--- src/hw/ured_map.svh ---
// Register offsets, field positions, reset values and timing counts
// for the USB equalization and compliance register bank.
// Assumes nothing beyond a SystemVerilog preprocessor.
`ifndef URED_MAP_SVH
`define URED_MAP_SVH

`define URED_OFS_GENERAL 8'h0a
`define URED_OFS_DOWN_EQ 8'h20
`define URED_OFS_UP_EQ 8'h21
`define URED_OFS_LINK_CTRL 8'h22

`define URED_BIT_TAKEOVER 4
`define URED_BIT_COMPLIANCE_ACTIVE_FLAG 7
`define URED_BIT_LOW_FREQ_SIGNAL_EQ_APPLY 6
`define URED_BIT_EXIT_FILTER 5
`define URED_BIT_PROBE_OFF 4
`define URED_LSB_PERIOD 2
`define URED_LSB_COMPLIANCE 0

`define URED_RST_GENERAL 8'h00
`define URED_RST_DOWN_EQ 8'h00
`define URED_RST_UP_EQ 4'h0
`define URED_RST_LINK_CTRL 8'h00

`define URED_CLK_MHZ 200
`define URED_DEBOUNCE_US 200
`define URED_PROBE_SHORT_MS 8
`define URED_PROBE_LONG_MS 12
`define URED_DEBOUNCE_CYC (`URED_DEBOUNCE_US * `URED_CLK_MHZ)
`define URED_PROBE_SHORT_CYC (`URED_PROBE_SHORT_MS * 1000 * `URED_CLK_MHZ)
`define URED_PROBE_LONG_CYC (`URED_PROBE_LONG_MS * 1000 * `URED_CLK_MHZ)

`endif

--- src/hw/ured_pkg.sv ---
// Types shared by the USB equalization and compliance register bank.
// Assumes ured_map.svh supplies all numeric constants.
`default_nettype none

package ured_pkg;

    typedef logic [3:0] ured_eq_t;

    typedef enum logic [1:0] {
        URED_CM_AUTO,
        URED_CM_DOWNSTREAM,
        URED_CM_UPSTREAM,
        URED_CM_OFF
    } ured_cm_e;

    typedef enum logic [1:0] {
        URED_PERIOD_8MS,
        URED_PERIOD_12MS,
        URED_PERIOD_RSV2,
        URED_PERIOD_RSV3
    } ured_period_e;

    // Equalization applied to the three USB receivers.
    typedef struct packed {
        ured_eq_t upstream;
        ured_eq_t down_a;
        ured_eq_t down_b;
    } ured_eq_s;

endpackage

`default_nettype wire

--- src/hw/ured_regs.sv ---
// USB equalization, link-power and compliance register bank.
// Assumes a register access port driven by the device's serial target
// logic, with one-cycle read and write strobes in the clk domain.
//
// Behaviour
// - Upstream equalization select is four bits, low bits, zero to eleven dB.
// - Takeover clear or pin mode: field shows strap pins; set in register mode: software writes set it.
// - Control bit 7 is read-only compliance status, one when in compliance.
// - Low_freq_signal_eq_apply bit zero forces zero eq during LFPS, else programmed values.
// - Exit filter bit set demands 200 us of LFPS before leaving U2/U3.
// - Probe-off bit set stops receiver detection in U2/U3; reset enables it.
// - Probe period code 00 gives 8 ms, 01 gives 12 ms, others reserved.
// - Compliance code 00 lets the internal state machine decide compliance.
// - Code 01 forces downstream compliance, 10 upstream, 11 disables it.
// - Register mode whenever mode pin is not low, else pin mode.
// - Each receiver offers sixteen equalization settings.
// - Register 0x20 holds two downstream four-bit eq selects.
`timescale 1ns/1ps
`default_nettype none
`include "ured_map.svh"

module ured_regs
    import ured_pkg::*;
#(
    parameter int unsigned DEBOUNCE_CYC = `URED_DEBOUNCE_CYC,
    parameter int unsigned PROBE_SHORT_CYC = `URED_PROBE_SHORT_CYC,
    parameter int unsigned PROBE_LONG_CYC = `URED_PROBE_LONG_CYC
)
(
    input wire logic clk,
    input wire logic rst,
    input wire logic [7:0] reg_addr,
    input wire logic [7:0] reg_wdata,
    input wire logic reg_wr,
    input wire logic reg_rd,
    output logic [7:0] reg_rdata,
    input wire logic [1:0] mode_select_level,
    input wire ured_eq_t upstream_eq_strap_pins,
    input wire ured_eq_t downstream_eq_strap_pins,
    input wire logic lfps_receiving,
    input wire logic in_sleep_state,
    input wire logic fsm_compliance_req,
    output ured_eq_s eq_applied,
    output logic register_mode,
    output logic sleep_exit,
    output logic rx_detect_enable,
    output logic rx_detect_tick,
    output logic compliance_force_down,
    output logic compliance_force_up,
    output logic compliance_active_flag
);

    // ------------------------------------------------------------
    // Register storage
    // ------------------------------------------------------------
    logic software_eq_takeover_r;
    ured_eq_t upstream_eq_level_r;
    ured_eq_t downstream_rx_a_eq_level_r;
    ured_eq_t downstream_rx_b_eq_level_r;
    logic low_freq_signal_eq_apply_r;
    logic sleep_exit_filter_enable_r;
    logic sleep_receiver_probe_off_r;
    ured_period_e downstream_probe_period_r;
    ured_cm_e compliance_force_select_r;
    logic sw_writes;
    logic [21:0] debounce_cnt_r;
    logic [21:0] probe_cnt_r;
    logic [21:0] probe_limit;
    localparam logic [7:0] RST_DOWN_EQ = `URED_RST_DOWN_EQ;
    localparam logic [7:0] RST_LINK_CTRL = `URED_RST_LINK_CTRL;

    assign register_mode = (mode_select_level != 2'h0);
    assign sw_writes = reg_wr && register_mode;

    always_ff @(posedge clk)
    begin
        if (rst)
            software_eq_takeover_r <= 1'b0;
        else if (sw_writes && reg_addr == `URED_OFS_GENERAL)
            software_eq_takeover_r <= reg_wdata[`URED_BIT_TAKEOVER];
    end

    // Equalization fields track the straps unless software has taken over in register mode.
    always_ff @(posedge clk)
    begin
        if (rst)
        begin
            upstream_eq_level_r <= `URED_RST_UP_EQ;
            downstream_rx_a_eq_level_r <= RST_DOWN_EQ[3:0];
            downstream_rx_b_eq_level_r <= RST_DOWN_EQ[7:4];
        end
        else if (!(software_eq_takeover_r && register_mode))
        begin
            upstream_eq_level_r <= upstream_eq_strap_pins;
            downstream_rx_a_eq_level_r <= downstream_eq_strap_pins;
            downstream_rx_b_eq_level_r <= downstream_eq_strap_pins;
        end
        else if (sw_writes)
        begin
            if (reg_addr == `URED_OFS_UP_EQ)
                upstream_eq_level_r <= reg_wdata[3:0];
            if (reg_addr == `URED_OFS_DOWN_EQ)
            begin
                downstream_rx_a_eq_level_r <= reg_wdata[3:0];
                downstream_rx_b_eq_level_r <= reg_wdata[7:4];
            end
        end
    end

    always_ff @(posedge clk)
    begin
        if (rst)
        begin
            low_freq_signal_eq_apply_r <= RST_LINK_CTRL[`URED_BIT_LOW_FREQ_SIGNAL_EQ_APPLY];
            sleep_exit_filter_enable_r <= RST_LINK_CTRL[`URED_BIT_EXIT_FILTER];
            sleep_receiver_probe_off_r <=
                RST_LINK_CTRL[`URED_BIT_PROBE_OFF];
            downstream_probe_period_r <=
                ured_period_e'(RST_LINK_CTRL[`URED_LSB_PERIOD +: 2]);
            compliance_force_select_r <=
                ured_cm_e'(RST_LINK_CTRL[`URED_LSB_COMPLIANCE +: 2]);
        end
        else if (sw_writes && reg_addr == `URED_OFS_LINK_CTRL)
        begin
            low_freq_signal_eq_apply_r <= reg_wdata[`URED_BIT_LOW_FREQ_SIGNAL_EQ_APPLY];
            sleep_exit_filter_enable_r <= reg_wdata[`URED_BIT_EXIT_FILTER];
            sleep_receiver_probe_off_r <= reg_wdata[`URED_BIT_PROBE_OFF];
            downstream_probe_period_r <=
                ured_period_e'(reg_wdata[`URED_LSB_PERIOD +: 2]);
            compliance_force_select_r <=
                ured_cm_e'(reg_wdata[`URED_LSB_COMPLIANCE +: 2]);
        end
    end

    // ------------------------------------------------------------
    // Read port
    // ------------------------------------------------------------
    always_ff @(posedge clk)
    begin
        if (rst)
            reg_rdata <= 8'h00;
        else if (reg_rd)
        begin
            unique case (reg_addr)
                `URED_OFS_GENERAL:
                    reg_rdata <= 8'(software_eq_takeover_r)
                        << `URED_BIT_TAKEOVER;
                `URED_OFS_DOWN_EQ:
                    reg_rdata <= {downstream_rx_b_eq_level_r,
                        downstream_rx_a_eq_level_r};
                `URED_OFS_UP_EQ:
                    reg_rdata <= {4'h0, upstream_eq_level_r};
                `URED_OFS_LINK_CTRL:
                    reg_rdata <= {compliance_active_flag,
                        low_freq_signal_eq_apply_r,
                        sleep_exit_filter_enable_r,
                        sleep_receiver_probe_off_r,
                        downstream_probe_period_r,
                        compliance_force_select_r};
                default:
                    reg_rdata <= 8'h00;
            endcase
        end
    end

    // ------------------------------------------------------------
    // Equalization and compliance outputs
    // ------------------------------------------------------------
    // Sixteen codes per receiver pass through unchanged, but all are zero during LFPS while the apply bit is clear.
    always_comb
    begin
        if (lfps_receiving && !low_freq_signal_eq_apply_r)
            eq_applied = '0;
        else
            eq_applied = '{upstream: upstream_eq_level_r,
                down_a: downstream_rx_a_eq_level_r,
                down_b: downstream_rx_b_eq_level_r};
    end

    assign compliance_force_down =
        (compliance_force_select_r == URED_CM_DOWNSTREAM);
    assign compliance_force_up =
        (compliance_force_select_r == URED_CM_UPSTREAM);

    always_ff @(posedge clk)
    begin
        if (rst)
            compliance_active_flag <= 1'b0;
        else
            compliance_active_flag <= compliance_force_down
                || compliance_force_up
                || (compliance_force_select_r == URED_CM_AUTO
                    && fsm_compliance_req);
    end

    // ------------------------------------------------------------
    // Sleep exit filter and receiver detection
    // ------------------------------------------------------------
    always_ff @(posedge clk)
    begin
        if (rst || !lfps_receiving || !in_sleep_state)
            debounce_cnt_r <= '0;
        else if (debounce_cnt_r < 22'(DEBOUNCE_CYC))
            debounce_cnt_r <= debounce_cnt_r + 22'h1;
    end

    always_comb
    begin
        if (!in_sleep_state || !lfps_receiving)
            sleep_exit = 1'b0;
        else if (sleep_exit_filter_enable_r)
            sleep_exit = (debounce_cnt_r >= 22'(DEBOUNCE_CYC));
        else
            sleep_exit = 1'b1;
    end

    assign rx_detect_enable =
        !(in_sleep_state && sleep_receiver_probe_off_r);

    // Reserved period codes fall back to the 8 ms interval.
    assign probe_limit = (downstream_probe_period_r == URED_PERIOD_12MS)
        ? 22'(PROBE_LONG_CYC) : 22'(PROBE_SHORT_CYC);

    always_ff @(posedge clk)
    begin
        if (rst || probe_cnt_r >= probe_limit - 22'h1)
            probe_cnt_r <= '0;
        else
            probe_cnt_r <= probe_cnt_r + 22'h1;
    end

    assign rx_detect_tick = rx_detect_enable
        && (probe_cnt_r >= probe_limit - 22'h1);

    // ------------------------------------------------------------
    // Assertions
    // ------------------------------------------------------------
    a_low_freq_signal_eq_apply_zero: assert property (@(posedge clk) disable iff (rst)
        lfps_receiving && !low_freq_signal_eq_apply_r |-> eq_applied == '0)
        else $error("eq not zero during LFPS");
    a_low_freq_signal_eq_apply_kept: assert property (@(posedge clk) disable iff (rst)
        low_freq_signal_eq_apply_r |->
            eq_applied.upstream == upstream_eq_level_r)
        else $error("eq lost while LFPS apply set");
    a_strap_follow: assert property (@(posedge clk) disable iff (rst)
        !software_eq_takeover_r |=>
            upstream_eq_level_r == $past(upstream_eq_strap_pins))
        else $error("upstream eq not tracking straps");
    a_sw_eq_write: assert property (@(posedge clk) disable iff (rst)
        software_eq_takeover_r && sw_writes
            && reg_addr == `URED_OFS_UP_EQ |=>
            upstream_eq_level_r == $past(reg_wdata[3:0]))
        else $error("upstream eq write lost");
    a_reserved_zero: assert property (@(posedge clk) disable iff (rst)
        reg_rd && reg_addr == `URED_OFS_UP_EQ |=> reg_rdata[7:4] == 4'h0)
        else $error("reserved upstream bits not zero");
    a_cm_status: assert property (@(posedge clk) disable iff (rst)
        compliance_force_select_r == URED_CM_OFF [*2] |->
            !compliance_active_flag)
        else $error("compliance flag set while disabled");
    a_cm_auto: assert property (@(posedge clk) disable iff (rst)
        compliance_force_select_r == URED_CM_AUTO && fsm_compliance_req
            |=> compliance_active_flag
                || $past(compliance_force_select_r) != URED_CM_AUTO)
        else $error("automatic compliance not reported");
    a_force_one_hot: assert property (@(posedge clk) disable iff (rst)
        !(compliance_force_down && compliance_force_up))
        else $error("both compliance directions forced");
    a_probe_off: assert property (@(posedge clk) disable iff (rst)
        in_sleep_state && sleep_receiver_probe_off_r |-> !rx_detect_tick)
        else $error("receiver detect while disabled in sleep");
    a_filter_hold: assert property (@(posedge clk) disable iff (rst)
        sleep_exit && sleep_exit_filter_enable_r |->
            debounce_cnt_r >= 22'(DEBOUNCE_CYC))
        else $error("sleep exit before debounce");
    a_pin_mode: assert property (@(posedge clk) disable iff (rst)
        mode_select_level == 2'h0 && reg_wr
            && reg_addr == `URED_OFS_GENERAL |=>
            software_eq_takeover_r == $past(software_eq_takeover_r))
        else $error("register write accepted in pin mode");

    c_lfps_zero: cover property (@(posedge clk) disable iff (rst)
        lfps_receiving && !low_freq_signal_eq_apply_r);
    c_sw_takeover: cover property (@(posedge clk) disable iff (rst)
        software_eq_takeover_r && sw_writes && reg_addr == `URED_OFS_UP_EQ);
    c_filtered_exit: cover property (@(posedge clk) disable iff (rst)
        sleep_exit && sleep_exit_filter_enable_r);
    c_forced_up: cover property (@(posedge clk) disable iff (rst)
        compliance_force_up && compliance_active_flag);

endmodule // ured_regs

`default_nettype wire

--- config.mk ---
export PLATFORM = sky130hd
export DESIGN_NAME = ured_regs
export DESIGN_NICKNAME = d
export VERILOG_FILES = /design/src/hw/ured_pkg.sv /design/src/hw/ured_regs.sv
export VERILOG_INCLUDE_DIRS = /design/src /design/src/hw
export SDC_FILE = /design/constraint.sdc
export NUM_CORES = 1
export LEC_CHECK = 0
export BUFFER_PORTS_ARGS = -buffer_cell sky130_fd_sc_hd__buf_4
export CAP_MARGIN = 15
export CORE_MARGIN = 3
export CORE_UTILIZATION = 50
export DETAILED_ROUTE_END_ITERATION = 8
export MAX_ROUTING_LAYER = met4
export PLACE_DENSITY = 0.72
export SLEW_MARGIN = 0
export SYNTH_ARGS = -nofsm -noshare
export SYNTH_HDL_FRONTEND = slang
export SYNTH_SLANG_ARGS = --single-unit
--- constraint.sdc ---
create_clock -name clk -period 3.15 [get_ports clk]
set_input_delay 0.315 -clock clk [delete_from_list [all_inputs] [get_ports clk]]
set_output_delay 0.315 -clock clk [all_outputs]
set_load 0.01 [all_outputs]
==> flow_summary.ini <==
[routing]
drc = 0
routedWlPerCell_um = 14.6
vias = 3113
avgViaCountPerCell = 5.50
wirelength_um = 8270
ant_nets = 0
first_iter_violations = 175
dr.pass1.iters = 7

[worst_setup_path]
cp-start-kind = flip-flop
endpoint_kind = primary output
criticalPathCategory = reg2out
cp.required_ns = 2.83
cpPeakStageDelay_ns = 0.38
reg2reg_from = downstream_probe_period_r[1]$_SDFFE_PP0P_
reg2reg_depth = 8
crit_top_cell = a31oi_1
reg2reg_to = probe_cnt_r[20]$_SDFF_PP0_
worst-path-buf-inv = 2
ff2ff_setup_slack_ns = 0.73
path_delay_family = simple AND/OR/NAND/NOR gates
worstPathArrival_ns = 2.50
crit_chain = nand2b_1, inv_1, ha_1, nand2_1, or2_2, a31oi_1, a31oi_1, a21oi_1, buf_4
crit_slowest_cell = dfxtp_1
cp_max_fo = 8

[sta]
final.period_utilization = 0.895
period_needed_ns = 2.82
whs_ns = 0.187
grt_setup_unrepaired = no
maxSlewViolCount = 0
maxSlewHeadroom = 0.486
finalSetupTns_ns = 0
worst_slew_pin_slew_ns = 0.771
setup_viol = 0
max_freq_ghz = 0.355
skew_ns = 0.00714
finalHoldViolations = 0

[floorplan]
die_h_um = 90.8
start_util = 0.523
io_pins = 60
die_area_sq_um = 8250
rows = 30
core_sq_um = 6870
die_x_um = 90.8

[placed_design]
placed_area_sq_um = 4100
dpl.hpwl_um = 5910
portBuffers = 59
gp_congestion = 0.820

[finish]
final_nets = 511
n_antenna_cell = 0
drive_gt1_frac = 0.183
finish.utilization = 0.634
syn_to_final_growth_pct = 21.1
design_area_sq_um = 4360

[clock_tree]
clk_latency_ns = 0.34
clk_pin_slew_ns = 0.08
post-cts-setup-buffers = 0
cts-resized-gates = 0
cts_hold_buf = 0
cts_tree = yes
cts_made_buffers = 9
h-tree-depth = 3
clock-sinks = 73
cts_root_buf = clkbuf_8
clk_path_buf_depth = 2

[global_route]
antenna_found_initial = 0
grt_first_pass_wirelength_um = 13900
first_global_vias = 2920
grt_max_degree = 24
globalRouteOverflowTotal = 0
grt_usage = 0.211

[min_path]
whs_endpoint = compliance_active_flag$_SDFF_PP0_
hold_path_class = in2reg
hold_depth = 3
worstHoldStart = fsm_compliance_req

[pwr]
leakagePower_uw = 0.00172
powerDensity_nw_per_um2 = 452
total_power_uw = 1970
ir_worst_vdd_mv = 0.219

[yosys]
seq_area_frac_synth = 0.406
syn_area_sq_um = 3600
netlist.top_cell.by_area = dfxtp_1
ys_async_sr_fraction = 0
synthXorXnorAreaFrac = 0.0633
yosys.area_share.adder = 0.0452
yosys_warnings = 0
synth-edff-count = 0
yosys_register_bits = 73
yosys.area_share.simple = 0.242
synth_top_family_by_area = simple AND/OR/NAND/NOR gates
netlist_top_cells_count = 73 x dfxtp_1, 60 x nor2_1, 30 x nand2_1, 29 x mux2i_1, 24 x a21oi_1
synth_cell_types = 53
synth_area_per_cell_sq_um = 8.81
synthMuxAreaShare = 0.0807
synth-compound-area-share = 0.134
synthCells = 408
netlist.area_leader.share = 0.406
synth_flop_cell = dfxtp_1
synth_nets = 454
synthTopCellsByArea = dfxtp_1 41%, mux2i_1 8.1%, nor2_1 6.3%, ha_1 4.5%, xnor2_1 4.4%
yosysMostFrequentCell = dfxtp_1

[outcome]
status = completed

[job]
maxCapViolations = 0
how the worst max path moves through the flow:
| stage | endpoint | cells past startpoint | slack, ns | start |
|---|---|---|---|---|
| 4_1_cts | rx_detect_tick | 9 | 0.36 | downstream_probe_period_r[1]$_SDFFE_PP0P_ |
| 5_1_grt | rx_detect_tick | 8 | 0.10 | downstream_probe_period_r[1]$_SDFFE_PP0P_ |
| 6_report | rx_detect_tick | 9 | 0.33 | downstream_probe_period_r[1]$_SDFFE_PP0P_ |
| 2_1_floorplan | probe_cnt_r[10]$_SDFF_PP0_ | 8 | 1.07 | downstream_probe_period_r[1]$_SDFFE_PP0P_ |
| 3_5_place_dp | rx_detect_tick | 9 | 0.76 | downstream_probe_period_r[1]$_SDFFE_PP0P_ |
| 3_3_place_gp | rx_detect_tick | 9 | 0.89 | downstream_probe_period_r[1]$_SDFFE_PP0P_ |
area by class of cell:
type,count,area (sq um)
clock buffers,10,138
clock inverters,6,115
fillers,595,2510
inverters,10,37.5
multi-input cells,311,2030
flip-flops and latches,73,1460
well taps,96,120
repair buffers,60,450
report_power, final:
group / internal [uW] / switching [uW] / total (uW)
registers: 935 / 10.1 / 945
clock network: 550 / 351 / 901
logic: 60.1 / 61.3 / 121
total: 1550 / 422 / 1970
cells in the final DEF (no fill, tap or decap), types with 4 or more instances in the layout:
cell type,n
dfxtp_1,73
nor2_1,60
buf_4,60
nand2_1,30
mux2i_1,29
a21oi_1,24
and2_1,19
xnor2_1,18
nand3_1,15
ha_1,13
inv_1,10
clkbuf_8,10
o21ai_0,9
xor2_1,8
a211oi_1,7
nand4_1,6
a2111oi_0,6
nor3_1,6
a31oi_1,4
and4_1,4
o21bai_1,4
a22o_1,4
metrics by stage:
stage	worst slack (ns)	cells
5_1_grt	0.101	566
3_5_place_dp	0.756	550
6_report	0.332	566
3_3_place_gp	0.891	550
4_1_cts	0.358	566
2_1_floorplan	1.07	408
worst min-delay path, cell delays in order:
cell     delay [ns]
buf_4          0.07
a21oi_1        0.05
nor2_1         0.06
flip-flops by register name (all words and copies together), names as in the netlist:
signal,cells
debounce_cnt_r,22
probe_cnt_r,22
reg_rdata,8
downstream_rx_a_eq_level_r,4
downstream_rx_b_eq_level_r,4
upstream_eq_level_r,4
compliance_force_select_r,2
downstream_probe_period_r,2
compliance_active_flag,1
low_freq_signal_eq_apply_r,1
sleep_exit_filter_enable_r,1
sleep_receiver_probe_off_r,1
software_eq_takeover_r,1
metal layers:
metal | wire (um) | global-route usage | vias to the layer above
met4 | 127 | 0.0653 | 0
met1 | 3700 | 0.254 | 1467
met2 | 4020 | 0.341 | 73
li1 | - | - | 1560
met3 | 418 | 0.0633 | 13
met5 | 0 | - | -
cell families (layout without fill, tap and decap cells):
kind of cell    after synthesis  in the layout
buf+inv                      24             86
compound gates               72             72
fa+ha+maj                    13             13
xor+xnor                     26             26
mux                          29             29
simple gates                171            171
flops                        73             73
Note: power is estimated with default switching activity, not from simulation.
